==> config.mk <==
export PLATFORM = sky130hd
export DESIGN_NAME = tsca_top
export DESIGN_NICKNAME = d
export VERILOG_FILES = /design/src/rtl/tsca_pkg.sv /design/src/rtl/tsca_chan_if.sv /design/src/rtl/tsca_chan.sv /design/src/rtl/tsca_top.sv
export VERILOG_INCLUDE_DIRS = /design/src /design/src/rtl
export SDC_FILE = /design/constraint.sdc
export NUM_CORES = 1
export LEC_CHECK = 0
export BUFFER_PORTS_ARGS = -buffer_cell sky130_fd_sc_hd__buf_2
export CAP_MARGIN = 20
export CORE_MARGIN = 2
export CORE_UTILIZATION = 30
export DETAILED_ROUTE_END_ITERATION = 16
export PLACE_DENSITY = 0.55
export SYNTH_ARGS = -nofsm -noshare
export SYNTH_HDL_FRONTEND = slang
export SYNTH_SLANG_ARGS = --single-unit
==> constraint.sdc <==
create_clock -name clk -period 7.16 [get_ports clk]
set_input_delay 0.716 -clock clk [delete_from_list [all_inputs] [get_ports clk]]
set_output_delay 0.716 -clock clk [all_outputs]
set_load 0.1 [all_outputs]
==> src/rtl/tsca_defines.svh <==
// Field positions, reset values and timing figures of the
// temperature sensor configuration and alert block.
// Assumes inclusion by bare name from the package and the top module.
`ifndef TSCA_DEFINES_SVH
`define TSCA_DEFINES_SVH

// Field positions in the configuration word.
`define TSCA_RATE_HI   15
`define TSCA_RATE_LO   13
`define TSCA_TRIG_BIT  12
`define TSCA_SD_BIT    11
`define TSCA_FH1_BIT   10
`define TSCA_FL1_BIT   9
`define TSCA_M1_BIT    8
`define TSCA_CH_ONE_OUT_POLARITY_BIT  7
`define TSCA_FH2_BIT   6
`define TSCA_FL2_BIT   5
`define TSCA_M2_BIT    4
`define TSCA_CH_TWO_OUT_POLARITY_BIT  3

// Reset value of the conversion rate field.
`define TSCA_RATE_RST  3'h5

// Conversion periods in milliseconds, one per rate code.
`define TSCA_PER0_MS   15
`define TSCA_PER1_MS   50
`define TSCA_PER2_MS   100
`define TSCA_PER3_MS   250
`define TSCA_PER4_MS   500
`define TSCA_PER5_MS   1000
`define TSCA_PER6_MS   4000
`define TSCA_PER7_MS   16000

// Clock rate in kHz, equal to clock cycles per millisecond.
`define TSCA_CLK_KHZ   125000

`endif

==> src/rtl/tsca_pkg.sv <==
// Types shared by the configuration and alert block.
// Assumes the defines header is on the include path.
package tsca_pkg;
  `include "tsca_defines.svh"

  // Conversion sequencer states; code 2'b11 is unused.
  typedef enum logic [1:0]
  {
    TSCA_SHUT = 2'b00,
    TSCA_CONV = 2'b01,
    TSCA_WAIT = 2'b10
  } tsca_state_t;

  // Signed temperature result and limit value.
  typedef logic signed [13:0] tsca_temp_t;
endpackage

==> src/rtl/tsca_chan_if.sv <==
// Bundle between the top module and one limit comparator channel.
// Assumes both ends run on the same clock.
`timescale 1ns/100ps
interface tsca_chan_if;
  import tsca_pkg::*;
  tsca_temp_t temp;
  tsca_temp_t hi_lim;
  tsca_temp_t lo_lim;
  logic       mode;
  logic       upd;
  logic       rd_clr;
  logic       high_flag;
  logic       low_flag;

  modport top  (output temp, hi_lim, lo_lim, mode, upd, rd_clr,
                input  high_flag, low_flag);
  modport chan (input  temp, hi_lim, lo_lim, mode, upd, rd_clr,
                output high_flag, low_flag);
endinterface

==> src/rtl/tsca_chan.sv <==
// One limit comparator channel with alert and therm modes.
// Assumes upd is a one-cycle strobe with a valid temperature result.
`timescale 1ns/100ps
module tsca_chan
  import tsca_pkg::*;
(
  // Clock and reset.
  input wire logic clk,
  input wire logic rst_b,
  // Channel bundle.
  tsca_chan_if.chan ch
);

  logic high_q;
  logic low_q;
  logic above;
  logic below;

  // Comparisons are strict, so a result equal to a limit sets nothing.
  assign above = ch.temp > ch.hi_lim;
  assign below = ch.temp < ch.lo_lim;

  // High flag: sticky window in alert mode, hysteresis in therm mode.
  always_ff @(posedge clk)
  begin
    if (!rst_b)
      high_q <= 1'b0;
    else if (ch.mode)
    begin
      if (ch.upd && above)
        high_q <= 1'b1;
      else if (ch.upd && below)
        high_q <= 1'b0;
    end
    else if (ch.upd && above)
      high_q <= 1'b1;
    else if (ch.rd_clr)
      high_q <= 1'b0;
  end

  // Low flag: alert mode only; a set in the read cycle wins the clear.
  always_ff @(posedge clk)
  begin
    if (!rst_b)
      low_q <= 1'b0;
    else if (ch.mode)
      low_q <= 1'b0;
    else if (ch.upd && below)
      low_q <= 1'b1;
    else if (ch.rd_clr)
      low_q <= 1'b0;
  end

  // The low flag is hidden at once when the channel enters therm mode.
  assign ch.high_flag = high_q;
  assign ch.low_flag  = low_q & ~ch.mode;
endmodule

==> src/rtl/tsca_top.sv <==
// Configuration word, conversion sequencer and two alert channels.
// Assumes the converter returns conv_done on this clock after conv_start.
//
// Contract
// Rate field in bits 15..13 selects the update period, reset value five.
// Rate applies only to continuous conversion, never to a single one.
// Trigger bit 12 written one in shutdown starts exactly one conversion.
// After the single conversion completes, return to shutdown.
// The trigger bit always reads zero.
// Bit 11 zero means continuous, one means shutdown.
// Channel one high flag, bit 10, shows result above high limit one.
// Alert mode: channel one low flag, bit 9, shows result below low one.
// Channel one mode zero: limits form a window raising high or low flag.
// Alert mode flags stay set until a configuration read clears them.
// Therm mode: high flag sets above high limit, clears below low limit.
// Therm mode flags change only at conversion end; reads do not clear.
// Therm mode: channel one low flag unused, reads zero.
// Bit 7 sets channel one alert pin active low (0) or high (1).
// Channel two high flag, bit 6, shows result above high limit two.
// Channel two low flag, bit 5, alert mode below low two, else zero.
// Bit 4 selects channel two mode; same behaviour with limit pair two.
// Rate codes 0..7 mean 15,50,100,250,500 ms, 1 s, 4 s, 16 s.
// Any write aborts the conversion and acts on new settings at once.
// Bit 3 sets channel two alert pin active low (0) or high (1).
// Alert pin is active while either flag of its channel is set.
// Trigger written during continuous conversion changes nothing else.
`timescale 1ns/100ps
`include "tsca_defines.svh"
module tsca_top
  import tsca_pkg::*;
#(
  parameter int unsigned CLK_KHZ = `TSCA_CLK_KHZ
)
(
  // Clock and reset.
  input  wire logic        clk,
  input  wire logic        rst_b,
  // Configuration word access.
  input  wire logic        cfg_wr_en,
  input  wire logic [15:0] cfg_wr_data,
  input  wire logic        cfg_rd_en,
  output logic      [15:0] cfg_rd_data_q,
  // Converter handshake.
  output logic             conv_start_q,
  output logic             conv_abort_q,
  input  wire logic        conv_done,
  input  wire tsca_temp_t  temp_result,
  // Limits held elsewhere.
  input  wire tsca_temp_t  high_lim_one,
  input  wire tsca_temp_t  low_lim_one,
  input  wire tsca_temp_t  high_lim_two,
  input  wire tsca_temp_t  low_lim_two,
  // Alert pins.
  output logic             ch_one_alert_out_q,
  output logic             ch_two_alert_out_q
);

  tsca_state_t state_q;
  tsca_state_t state_d;
  logic [2:0]  conv_rate_sel_q;
  logic        shutdown_select_q;
  logic        ch_one_mode_sel_q;
  logic        ch_one_out_polarity_q;
  logic        ch_two_mode_sel_q;
  logic        ch_two_out_polarity_q;
  logic [31:0] per_cnt_q;
  logic [31:0] per_cnt_d;
  logic        launch;
  logic        done_ok;
  logic [2:0]  rate_new;
  logic        wr_sd;
  logic        wr_trig;
  logic        ch_one_any;
  logic        ch_two_any;

  tsca_chan_if one_if ();
  tsca_chan_if two_if ();

  // Period in cycles for a rate code; a product of ms and kHz.
  function automatic logic [31:0] per_cycles(input logic [2:0] rate);
    logic [31:0] ms;
    ms = 32'h0;
    unique case (rate)
      3'h0: ms = 32'(`TSCA_PER0_MS);
      3'h1: ms = 32'(`TSCA_PER1_MS);
      3'h2: ms = 32'(`TSCA_PER2_MS);
      3'h3: ms = 32'(`TSCA_PER3_MS);
      3'h4: ms = 32'(`TSCA_PER4_MS);
      3'h5: ms = 32'(`TSCA_PER5_MS);
      3'h6: ms = 32'(`TSCA_PER6_MS);
      3'h7: ms = 32'(`TSCA_PER7_MS);
    endcase
    return 32'(ms * CLK_KHZ);
  endfunction

  // Fields of an incoming write.
  assign wr_sd    = cfg_wr_data[`TSCA_SD_BIT];
  assign wr_trig  = cfg_wr_data[`TSCA_TRIG_BIT];
  assign rate_new = cfg_wr_en ? cfg_wr_data[`TSCA_RATE_HI:`TSCA_RATE_LO]
                              : conv_rate_sel_q;

  // A result is taken only for a live conversion; a write kills it.
  assign done_ok = conv_done && (state_q == TSCA_CONV) && !cfg_wr_en;

  // Writable configuration fields; the trigger bit is never stored.
  always_ff @(posedge clk)
  begin
    if (!rst_b)
    begin
      conv_rate_sel_q       <= `TSCA_RATE_RST;
      shutdown_select_q     <= 1'b0;
      ch_one_mode_sel_q     <= 1'b0;
      ch_one_out_polarity_q <= 1'b0;
      ch_two_mode_sel_q     <= 1'b0;
      ch_two_out_polarity_q <= 1'b0;
    end
    else if (cfg_wr_en)
    begin
      conv_rate_sel_q       <= cfg_wr_data[`TSCA_RATE_HI:`TSCA_RATE_LO];
      shutdown_select_q     <= wr_sd;
      ch_one_mode_sel_q     <= cfg_wr_data[`TSCA_M1_BIT];
      ch_one_out_polarity_q <= cfg_wr_data[`TSCA_CH_ONE_OUT_POLARITY_BIT];
      ch_two_mode_sel_q     <= cfg_wr_data[`TSCA_M2_BIT];
      ch_two_out_polarity_q <= cfg_wr_data[`TSCA_CH_TWO_OUT_POLARITY_BIT];
    end
  end

  // Start decision: a continuous or trigger write restarts at once, otherwise the period timer.
  always_comb
  begin
    launch = 1'b0;
    if (cfg_wr_en)
      launch = wr_sd ? wr_trig : 1'b1;
    else if (state_q == TSCA_WAIT)
      launch = (per_cnt_q == 32'h0);
    else if (done_ok && !shutdown_select_q)
      launch = (per_cnt_q == 32'h0);
  end

  // Next state of the conversion sequencer.
  always_comb
  begin
    state_d = state_q;
    if (launch)
      state_d = TSCA_CONV;
    else if (cfg_wr_en)
      state_d = TSCA_SHUT;
    else
    begin
      unique case (state_q)
        TSCA_SHUT: state_d = TSCA_SHUT;
        TSCA_WAIT: state_d = TSCA_WAIT;
        TSCA_CONV:
          if (done_ok)
            state_d = shutdown_select_q ? TSCA_SHUT : TSCA_WAIT;
        default:   state_d = TSCA_SHUT;
      endcase
    end
  end

  // Sequencer register; reset waits on an expired timer so the first
  // continuous conversion starts one cycle after release.
  always_ff @(posedge clk)
  begin
    if (!rst_b)
      state_q <= TSCA_WAIT;
    else
      state_q <= state_d;
  end

  // Period timer counts from each conversion start; single shots skip it.
  // The longest period at 125 MHz is 2e9 cycles, still inside 32 bits.
  always_comb
  begin
    per_cnt_d = per_cnt_q;
    if (launch && !(cfg_wr_en ? wr_sd : shutdown_select_q))
      per_cnt_d = per_cycles(rate_new) - 32'h1;
    else if (per_cnt_q != 32'h0)
      per_cnt_d = per_cnt_q - 32'h1;
  end

  always_ff @(posedge clk)
  begin
    if (!rst_b)
      per_cnt_q <= 32'h0;
    else
      per_cnt_q <= per_cnt_d;
  end

  // Converter strobes.
  always_ff @(posedge clk)
  begin
    if (!rst_b)
    begin
      conv_start_q <= 1'b0;
      conv_abort_q <= 1'b0;
    end
    else
    begin
      conv_start_q <= launch;
      conv_abort_q <= cfg_wr_en && (state_q == TSCA_CONV);
    end
  end

  // Channel bundles.
  assign one_if.temp   = temp_result;
  assign one_if.hi_lim = high_lim_one;
  assign one_if.lo_lim = low_lim_one;
  assign one_if.mode   = ch_one_mode_sel_q;
  assign one_if.upd    = done_ok;
  assign one_if.rd_clr = cfg_rd_en;
  assign two_if.temp   = temp_result;
  assign two_if.hi_lim = high_lim_two;
  assign two_if.lo_lim = low_lim_two;
  assign two_if.mode   = ch_two_mode_sel_q;
  assign two_if.upd    = done_ok;
  assign two_if.rd_clr = cfg_rd_en;

  tsca_chan u_ch_one (
    .clk   (clk),
    .rst_b (rst_b),
    .ch    (one_if)
  );

  tsca_chan u_ch_two (
    .clk   (clk),
    .rst_b (rst_b),
    .ch    (two_if)
  );

  // Read data is captured before the same edge clears alert flags.
  always_ff @(posedge clk)
  begin
    if (!rst_b)
      cfg_rd_data_q <= 16'h0;
    else if (cfg_rd_en)
    begin
      cfg_rd_data_q                              <= 16'h0;
      cfg_rd_data_q[`TSCA_RATE_HI:`TSCA_RATE_LO] <= conv_rate_sel_q;
      cfg_rd_data_q[`TSCA_TRIG_BIT]              <= 1'b0;
      cfg_rd_data_q[`TSCA_SD_BIT]                <= shutdown_select_q;
      cfg_rd_data_q[`TSCA_FH1_BIT]               <= one_if.high_flag;
      cfg_rd_data_q[`TSCA_FL1_BIT]               <= one_if.low_flag;
      cfg_rd_data_q[`TSCA_M1_BIT]                <= ch_one_mode_sel_q;
      cfg_rd_data_q[`TSCA_CH_ONE_OUT_POLARITY_BIT]              <= ch_one_out_polarity_q;
      cfg_rd_data_q[`TSCA_FH2_BIT]               <= two_if.high_flag;
      cfg_rd_data_q[`TSCA_FL2_BIT]               <= two_if.low_flag;
      cfg_rd_data_q[`TSCA_M2_BIT]                <= ch_two_mode_sel_q;
      cfg_rd_data_q[`TSCA_CH_TWO_OUT_POLARITY_BIT]              <= ch_two_out_polarity_q;
    end
  end

  // Alert pins follow the flags one cycle late; reset drives them high.
  assign ch_one_any = one_if.high_flag | one_if.low_flag;
  assign ch_two_any = two_if.high_flag | two_if.low_flag;

  always_ff @(posedge clk)
  begin
    if (!rst_b)
    begin
      ch_one_alert_out_q <= 1'b1;
      ch_two_alert_out_q <= 1'b1;
    end
    else
    begin
      ch_one_alert_out_q <= ch_one_any ~^ ch_one_out_polarity_q;
      ch_two_alert_out_q <= ch_two_any ~^ ch_two_out_polarity_q;
    end
  end
endmodule

==> out/metrics.yaml, run 1 <==
p_seq_share_pct: 15.4
post-route-period-util_pct: 94.1
drv_slew: 0
synth-edff-count: 0
coreArea_mm2: 0.0269
power_density_mw_per_mm2: 291
stdcell_count: 1465
power_frac_comb_pct: 68.9
post-route-min-period_ns: 6.74
avgSynthCellArea_um2: 8.20
antenna_cells: 0
fp-row-count: 60
timing.hold.ws_ns: 0.492
path_clk_slew_ns: 0.06
wl_um: 22700
antenna_found_initial: 0
cp_max_fo: 4
overflow: 0
setup_violations: 0
clock_sinks: 62
ir_drop_v: 0.000175
syn_area_mm2: 0.00820
finalHoldViolations: 0
max_freq_mhz: 148
die_w_um: 169
nFillCells: 2793
place_congestion: 0.825
ant_nets: 0
grt_pass1_wl_um: 37200
crit_path_end_kind: "register"
utilization_pct: 35.8
drtIter0Drc: 305
clk_path_buf_depth: 2
multi_input_area_mm2: 0.00640
power.switching_mw: 1.29
portBuffers: 99
boundaryPins: 111
htree_levels: 3
cp_data_required_time_ns: 7.37
dp_cells: 1449
drive_above_1_share_pct: 16.2
synthCells: 1000
area_growth_pct: 17.2
hold_class: "reg2reg"
root_buffer: "clkbuf_16"
max-slew-margin-rel_pct: 30.8
crit_type: "in2reg"
grt_usage_pct: 16.0
ys_seq_elements: 62
die_area_mm2: 0.0287
critical_path_arrival_ns: 6.94
place_hpwl_um: 18500
total_power_mw: 2.79
p_clk_share_pct: 15.7
skew_ns: 0.0130
seq_area_mm2: 0.00124
post_cts_buffers: 0
worst_slew_pin_slew_ns: 1.03
routed_via_density: 4.99
numCtsBuffers: 9
rsz0062_at_grt: "false"
p_leak_nw: 4.83
nets: 1386
async_flop_share_pct: 0
startpoint_type: "primary input"
synth_seq_area_share_pct: 15.1
p_sw_share_pct: 46.1
start_util_pct: 30.5
first_pass_iters: 5
setup_tns_ns: 0
ys_warn_count: 0
wl_per_cell_um: 15.5
grt_max_degree: 47
synth_cell_types: 84
synthFlopType: "dfxtp_1"
die_y_um: 169
cap_violations: 0
via_count: 7306
drc: 0
cts_tree: "built"
grt_pass1_vias: 7350
status: "finished, final reports clean"
p_int_mw: 1.51
clkLatencyLatePin_ns: 0.34
[critical path, stage by stage]
cell	delay, ns
buf_2	0.16
mux2i_4	0.28
inv_1	0.12
ha_1	0.19
nand2b_1	0.17
inv_1	0.09
ha_1	0.25
a21o_1	0.18
fa_1	0.49
fa_1	0.57
inv_1	0.06
fa_1	0.51
inv_1	0.04
ha_1	0.28
ha_1	0.29
ha_1	0.31
and3_1	0.20
nand3_1	0.08
o21ai_1	0.19
o22ai_1	0.19
o31ai_1	0.42
xor2_1	0.17
or3_1	0.40
o211a_1	0.21
a2111oi_0	0.35
[layer usage]
| layer | wire length (um) | track usage [%] |
|---|---|---|
| met1 | 10700 | 20.1 |
| met2 | 10600 | 28.7 |
| met3 | 855 | 1.80 |
| met4 | 492 | 4.79 |
| met5 | 0 | 0 |
[cell families after synthesis]
logic type	after synthesis	synth area share, %
buffers and inverters	152	7.26
AO/OA/AOI/OAI	209	17.7
multiplexers	33	4.44
other	1	0.0457
adder cells (fa/ha/maj)	176	29.2
flip-flops	62	15.1
AND/OR/NAND/NOR	295	18.2
XOR/XNOR	72	7.95
[synthesized netlist by cell type, types with 9 or more instances]
cell type	instances	area, um2
a211oi_1	16	120
a21o_1	24	180
a21oi_1	49	245
and2_1	9	56.3
and3_1	10	62.6
clkbuf_1	27	101
dfxtp_1	62	1240
fa_1	26	521
ha_1	150	1880
inv_1	113	424
mux2i_1	26	260
nand2_1	60	225
nand2b_1	11	68.8
nand3_1	23	115
nand4_1	10	62.6
nor2_1	77	289
nor2b_1	13	81.3
nor3_1	26	130
nor4_1	15	93.8
o21a_1	10	75.1
o21ai_0	30	150
xnor2_1	41	359
xor2_1	29	254
[path summary, 6_finish.rpt]
check / start / endpoint / slack [ns] / cells after the start
setup / recovery: cfg_wr_en / per_cnt_q[30]$_SDFFE_PN0P_ / 0.42 / 25
setup reg to reg: conv_rate_sel_q[0]$_SDFF_PN1_ / per_cnt_q[30]$_SDFFE_PN0P_ / 0.64 / 24
hold / removal: cfg_rd_data_q[8]$_SDFFE_PN0P_ / cfg_rd_data_q[8]$_SDFFE_PN0P_ / 0.49 / 2
hold reg to reg: cfg_rd_data_q[8]$_SDFFE_PN0P_ / cfg_rd_data_q[8]$_SDFFE_PN0P_ / 0.49 / 2
[final cells by class]
type	instances	area share (%)
Timing Repair Buffer	141	8.44
Multi-Input combinational cell	789	66.6
Sequential cell	62	12.9
Clock buffer	10	2.38
Clock inverter	6	0.638
Tap cell	341	4.44
Inverter	116	4.56
[power by group through the flow]
stage               clock network [mW]  registers (mW)  logic [mW]
detailed placement                   0           0.437        1.92
CTS                              0.448           0.430        1.94
finish                           0.438           0.431        1.92
global route                     0.462           0.438        2.19
floorplan                            0           0.450        1.36
global placement                     0           0.436        1.91
[metrics by stage]
| stage | worst slack, ns | cell area (um2) |
|---|---|---|
| 2_1_floorplan | 0.0468 | 8220 |
| 3_3_place_gp | 0.127 | 9310 |
| 3_5_place_dp | 0.0776 | 9310 |
| 4_1_cts | 0.411 | 9600 |
| 5_1_grt | 0.00600 | 9610 |
| 6_report | 0.422 | 9610 |
[cells in the final DEF (no fill, tap or decap), types with 11 or more instances in the layout]
cell / netlist / final
a211oi_1: 16 / 16
a21o_1: 24 / 24
a21oi_1: 49 / 49
buf_2: 0 / 99
buf_4: 4 / 42
dfxtp_1: 62 / 62
fa_1: 26 / 26
ha_1: 150 / 150
inv_1: 113 / 113
mux2i_1: 26 / 26
nand2_1: 60 / 60
nand2b_1: 11 / 11
nand3_1: 23 / 23
nor2_1: 77 / 77
nor2b_1: 13 / 13
nor3_1: 26 / 26
nor4_1: 15 / 14
o21ai_0: 30 / 30
xnor2_1: 41 / 41
xor2_1: 29 / 29
[timing repair]
action,CTS,global route
hold buffers,0,0
resized for setup,0,1
setup endpoints to repair,0,1
[registers in the layout (all words and copies together) (netlist names), 2 cells and up]
register and count:
per_cnt_q 32, conv_rate_sel_q 3, cfg_rd_data_q 12, state_q 2
Power figures use the tool's default switching activity.
==> run 2, diff against run 1 <==
CTS_BUF_LIST = sky130_fd_sc_hd__clkbuf_8   (was unset)
==> out/metrics.yaml, run 2 (synthesis results as in run 1) <==
grt_pass1_vias: 7344  # was 7350
cp_max_fo: 4  # unchanged
setup_tns_ns: 0  # unchanged
clock_sinks: 62  # unchanged
nets: 1386  # unchanged
largest_reg_flops: 32  # unchanged
clk_path_buf_depth: 2  # unchanged
post_cts_buffers: 0  # unchanged
overflow: 0  # unchanged
post-route-period-util_pct: 93.6  # was 94.1%
fp-row-count: 60  # unchanged
htree_levels: 3  # unchanged
skew_ns: 0.0206  # was 0.0130 ns
pre_cts_slack_ns: 0.0776  # unchanged
via_count: 7289  # was 7306
wl_um: 22600  # was 22700 um
reg2regPathDepth: 24  # unchanged
reg_top3: "per_cnt_q: 32 flops, cfg_rd_data_q: 12 flops, conv_rate_sel_q: 3 flops"  # unchanged
boundaryPins: 111  # unchanged
numCtsBuffers: 9  # unchanged
wl_per_cell_um: 15.4  # was 15.5 um
area_growth_pct: 16.0  # was 17.2%
grt_max_degree: 47  # unchanged
cts_tree: "built"  # unchanged
p_leak_nw: 4.79  # was 4.83 nW
layout_common_cells: "ha_1, inv_1, buf_2, nor2_1, dfxtp_1"  # unchanged
fin_ws_ns: 0.462  # was 0.422 ns
finalHoldViolations: 0  # unchanged
ir_drop_v: 0.000142  # was 0.000175 V
max_freq_mhz: 149  # was 148 MHz
die_y_um: 169  # unchanged
rsz0062_at_grt: "false"  # unchanged
startpoint_type: "primary input"  # unchanged
r2r-end: "per_cnt_q[30]$_SDFFE_PN0P_"  # unchanged
portBuffers: 99  # unchanged
crit_path_end_kind: "register"  # unchanged
place_congestion: 0.825  # unchanged
die_w_um: 169  # unchanged
drive_above_1_share_pct: 16.2  # unchanged
nFillCells: 2811  # was 2793
grt_pass1_wl_um: 37200  # about the same
start_util_pct: 30.5  # unchanged
first_pass_iters: 4  # was 5
post-route-min-period_ns: 6.70  # was 6.74 ns
critical_path_arrival_ns: 6.93  # was 6.94 ns
clkLatencyLatePin_ns: 0.36  # was 0.34 ns
rrSetupSlack_ns: 0.66  # was 0.64 ns
top_register: "per_cnt_q"  # unchanged
critPathLaunch: "cfg_wr_en"  # unchanged
antenna_cells: 0  # unchanged
rr_startpoint: "conv_rate_sel_q[0]$_SDFF_PN1_"  # unchanged
die_area_mm2: 0.0287  # unchanged
holdPathStages: 2  # unchanged
drv_slew: 0  # unchanged
antenna_found_initial: 0  # unchanged
layout_commonest_cell: "ha_1"  # unchanged
drtIter0Drc: 285  # was 305
hold_class: "reg2reg"  # unchanged
root_buffer: "clkbuf_8"  # was clkbuf_16
routed_via_density: 4.98  # was 4.99
drc: 0  # unchanged
place_hpwl_um: 18500  # unchanged
path_clk_slew_ns: 0.07  # was 0.06 ns
min_to: "cfg_rd_data_q[11]$_SDFFE_PN0P_"  # was cfg_rd_data_q[8]$_SDFFE_PN0P_
ant_nets: 0  # unchanged
worst_slew_pin_slew_ns: 1.02  # was 1.03 ns
max-slew-margin-rel_pct: 31.0  # was 30.8%
timing.hold.ws_ns: 0.497  # was 0.492 ns
power_density_mw_per_mm2: 280  # was 291 mW/mm2
grt_usage_pct: 16.0  # about the same
holdCritStartpoint: "cfg_rd_data_q[11]$_SDFFE_PN0P_"  # was cfg_rd_data_q[8]$_SDFFE_PN0P_
setup_violations: 0  # unchanged
total_power_mw: 2.67  # was 2.79 mW
cp_data_required_time_ns: 7.39  # was 7.37 ns
crit_type: "in2reg"  # unchanged
status: "finished, final reports clean"  # unchanged
coreArea_mm2: 0.0269  # unchanged
cap_violations: 0  # unchanged
[run 2: cell count changes in the layout (fill, tap and decap cells not counted), sizes merged]
cell | previous run | this run
clkbuf | 10 | 9
inv | 117 | 118
[run 2: area by class of cell]
type                            instances  area [um2]  area share [%]
Timing Repair Buffer                  141         811            8.53
Clock inverter                          7        65.1           0.684
Clock buffer                            9         124            1.30
Multi-Input combinational cell        789        6400            67.3
Tap cell                              341         427            4.49
Inverter                              116         438            4.61
Sequential cell                        62        1240            13.1
[run 2: routing by layer]
metal  routed length, um  part of all wire, %  vias to the layer above  global-route usage [%]
met5                   0                    0                        -                       0
met4                 541                  2.4                        0                    5.13
met3                 889                  3.9                       32                    1.80
met2               10500                   47                      145                    28.5
met1               10700                   47                     3352                    20.0
li1                    -                    -                     3760                       -
[run 2: repair_timing]
item                                    in CTS  in global routing
resized for setup                            0                  1
hold buffers                                 0                  0
endpoints found under the setup margin       0                  1
[run 2: how the worst max path moves through the flow]
stage / endpoint / slack, ns / cells past startpoint
2_1_floorplan: per_cnt_q[29]$_SDFFE_PN0P_ / 0.05 / 23
4_1_cts: per_cnt_q[30]$_SDFFE_PN0P_ / 0.44 / 25
3_3_place_gp: per_cnt_q[30]$_SDFFE_PN0P_ / 0.13 / 25
3_5_place_dp: per_cnt_q[30]$_SDFFE_PN0P_ / 0.08 / 25
5_1_grt: per_cnt_q[30]$_SDFFE_PN0P_ / 0.04 / 25
6_report: per_cnt_q[30]$_SDFFE_PN0P_ / 0.46 / 25
[run 2: per-stage QoR]
stage	instance area [um2]	instances	util (%)
floorplan	8220	1003	-
global placement	9310	1449	34.7
detailed placement	9310	1449	34.7
CTS	9500	1465	35.4
global route	9510	1465	35.4
finish	9510	1465	35.4
[run 2: where the power goes]
part	switching (mW)	internal (mW)
Sequential	0.0429	0.388
Clock	0.156	0.159
Combinational	1.07	0.848
[run 2: critical path: stages]
cell	delay (ns)
buf_2	0.16
mux2i_4	0.28
inv_1	0.12
ha_1	0.19
nand2b_1	0.17
inv_1	0.09
ha_1	0.25
a21o_1	0.18
fa_1	0.49
fa_1	0.57
inv_1	0.06
fa_1	0.51
inv_1	0.04
ha_1	0.28
ha_1	0.29
ha_1	0.31
and3_1	0.20
nand3_1	0.08
o21ai_1	0.20
o22ai_1	0.18
o31ai_1	0.40
xor2_1	0.17
or3_1	0.40
o211a_1	0.21
a2111oi_0	0.35
==> run 3, diff against run 2 <==
PLACE_DENSITY = 0.53   (was 0.55)
clock period = 8.6 ns   (was 7.16 ns; I/O delays follow)
==> out/metrics.yaml, run 3 (synthesis results as in run 1) <==
status: "finished, final reports clean"  # unchanged
routed_via_density: 5.02  # was 4.98
multi_input_area_mm2: 0.00639  # was 0.00640 mm2
cp_common_cell: "ha_1"  # unchanged
max_freq_mhz: 134
layout_commonest_cell: "ha_1"  # unchanged
clkLatencyLatePin_ns: 0.37  # was 0.36 ns
wl_um: 22200  # was 22600 um
coreArea_mm2: 0.0269  # unchanged
seq_area_mm2: 0.00124  # unchanged
largest_reg_flops: 32  # unchanged
pre_cts_slack_ns: 0.768  # was 0.0776 ns
max-slew-margin-rel_pct: 30.9  # was 31.0%
dp_cells: 1415  # was 1449
drtIter0Drc: 286  # was 285
nFillCells: 2866  # was 2811
clock_sinks: 62  # unchanged
crit_chain: "buf_2 > mux2i_2 > inv_1 > ha_1 > mux2i_1 > ha_1 > fa_1 > fa_1 > inv_1 > fa_1 > inv_1 > ha_1 > ha_1 > ha_1 > and3_1 > nand3_1 > o21ai_1 > o22ai_1 > o31ai_1 > xor2_1 > or3_1 > o211a_1 > a2111oi_0"
first_pass_iters: 4  # unchanged
root_buffer: "clkbuf_8"  # unchanged
path_clk_slew_ns: 0.07  # about the same
via_count: 7185  # was 7289
die_w_um: 169  # unchanged
critical_path_arrival_ns: 7.70  # was 6.93 ns
finalInstanceArea_mm2: 0.00922  # was 0.00951 mm2
hold_class: "reg2reg"  # unchanged
crit_buf_inv: 4  # was 5
wl_per_cell_um: 15.5  # was 15.4 um
drive_above_1_share_pct: 13.5  # was 16.2%
rsz0062_at_grt: "false"  # unchanged
p_leak_nw: 4.61  # was 4.79 nW
cts_tree: "built"  # unchanged
htree_levels: 3  # unchanged
drc: 0  # unchanged
max_stage_delay_ns: 0.66  # was 0.57 ns
setup_violations: 0  # unchanged
place_congestion: 0.814  # was 0.825
power_frac_comb_pct: 71.6  # was 72.0%
finalHoldViolations: 0  # unchanged
startpoint_type: "primary input"  # unchanged
clk_path_buf_depth: 2  # unchanged
crit_type: "in2reg"  # unchanged
stdcell_count: 1431  # was 1465
drv_slew: 0  # unchanged
cap_violations: 0  # unchanged
rr_startpoint: "conv_rate_sel_q[1]$_SDFF_PN0_"  # was conv_rate_sel_q[0]$_SDFF_PN1_
cp_max_fo: 11  # was 4
die_area_mm2: 0.0287  # unchanged
p_sw_share_pct: 49.6  # was 47.7%
cts-resized-gates: 0  # unchanged
reg2regPathDepth: 22  # was 24
slowest_stage: "mux2i_1"  # was fa_1
p_seq_share_pct: 17.3  # was 16.2%
grt_usage_pct: 15.8  # was 16.0%
overflow: 0  # unchanged
grt_pass1_wl_um: 36400  # was 37200 um
endpoint: "per_cnt_q[30]$_SDFFE_PN0P_"  # unchanged
crit_path_end_kind: "register"  # unchanged
power.switching_mw: 1.03  # was 1.27 mW
crit_cells: 23  # was 25
antenna_found_initial: 0  # unchanged
placed_area_mm2: 0.00905  # was 0.00931 mm2
grt_max_degree: 47  # unchanged
boundaryPins: 111  # unchanged
top_register: "per_cnt_q"  # unchanged
crit_family: "adder cells"  # unchanged
fin_ws_ns: 1.14  # was 0.462 ns
critPathLaunch: "cfg_wr_en"  # unchanged
reg_top3: "per_cnt_q: 32 flops, cfg_rd_data_q: 12 flops, conv_rate_sel_q: 3 flops"  # unchanged
antenna_cells: 0  # unchanged
numCtsBuffers: 9  # unchanged
power_density_mw_per_mm2: 225  # was 280 mW/mm2
worst_slew_pin_slew_ns: 1.04  # was 1.02 ns
cp_data_required_time_ns: 8.84  # was 7.39 ns
start_util_pct: 30.5  # unchanged
ctsHoldBuffers: 0  # unchanged
utilization_pct: 34.3  # was 35.4%
fp-row-count: 60  # unchanged
grt_pass1_vias: 7088  # was 7344
layout_common_cells: "ha_1, inv_1, buf_2, nor2_1, dfxtp_1"  # unchanged
r2r-end: "per_cnt_q[30]$_SDFFE_PN0P_"  # unchanged
post_cts_buffers: 0  # unchanged
post-route-period-util_pct: 86.8
skew_ns: 0.0148  # was 0.0206 ns
p_clk_share_pct: 11.1  # was 11.8%
rrSetupSlack_ns: 1.56  # was 0.66 ns
place_hpwl_um: 18100  # was 18500 um
setup_tns_ns: 0  # unchanged
ant_nets: 0  # unchanged
portBuffers: 99  # unchanged
p_int_mw: 1.04  # was 1.40 mW
nets: 1352  # was 1386
die_y_um: 169  # unchanged
ir_drop_v: 0.000107  # was 0.000142 V
area_growth_pct: 12.4  # was 16.0%
post-route-min-period_ns: 7.46
==> run 3: worst reg2reg max path, stage by stage, from the launching register on <==
cell	delay, ns
dfxtp_1	0.45
mux2i_2	0.12
buf_4	0.20
ha_1	0.30
mux2i_1	0.66
ha_1	0.38
fa_1	0.47
fa_1	0.57
inv_1	0.06
fa_1	0.51
inv_1	0.04
ha_1	0.28
ha_1	0.29
ha_1	0.32
and3_1	0.20
nand3_1	0.09
o21ai_1	0.22
o22ai_1	0.21
o31ai_1	0.41
xor2_1	0.17
or3_1	0.40
o211a_1	0.21
a2111oi_0	0.34
==> run 3: power by group through the flow <==
stage | registers, mW | clock network (mW) | logic [mW]
3_3_place_gp | 0.363 | 0 | 1.48
3_5_place_dp | 0.364 | 0 | 1.49
6_report | 0.358 | 0.230 | 1.48
2_1_floorplan | 0.375 | 0 | 1.13
5_1_grt | 0.366 | 0.251 | 1.70
4_1_cts | 0.358 | 0.240 | 1.50
==> run 3: routing by layer <==
layer  global-route usage [%]  share of wire [%]
met1                     20.4                 48
met2                     27.6                 47
met3                     1.70                3.9
met4                     5.05                2.0
met5                        0                  0
==> run 3: how the worst min path moves through the flow <==
stage,start,to,slack (ns),cells past startpoint
after floorplan,ch_one_mode_sel_q$_SDFFE_PN0P_,u_ch_one.low_q$_SDFFE_PP0P_,0.48,1
after global placement,cfg_rd_data_q[9]$_SDFFE_PN0P_,cfg_rd_data_q[9]$_SDFFE_PN0P_,0.47,2
after detailed placement,cfg_rd_data_q[6]$_SDFFE_PN0P_,cfg_rd_data_q[6]$_SDFFE_PN0P_,0.47,2
after CTS,cfg_rd_data_q[6]$_SDFFE_PN0P_,cfg_rd_data_q[6]$_SDFFE_PN0P_,0.50,2
after global routing,cfg_rd_data_q[14]$_SDFFE_PN0P_,cfg_rd_data_q[14]$_SDFFE_PN0P_,0.55,2
final,cfg_rd_data_q[6]$_SDFFE_PN0P_,cfg_rd_data_q[6]$_SDFFE_PN0P_,0.49,2
==> run 3: layout make-up <==
cell class | instances | share of cell area [%]
Clock inverter | 7 | 0.462
Inverter | 116 | 4.75
Timing Repair Buffer | 107 | 6.03
Tap cell | 341 | 4.63
Sequential cell | 62 | 13.5
Clock buffer | 9 | 1.34
Multi-Input combinational cell | 789 | 69.3
==> run 3: stage by stage <==
stage               total power [mW]  hold slack, ns
finish                          2.07           0.491
global route                    2.31           0.545
CTS                             2.09           0.495
detailed placement              1.85           0.473
global placement                1.85           0.472
floorplan                       1.50           0.476
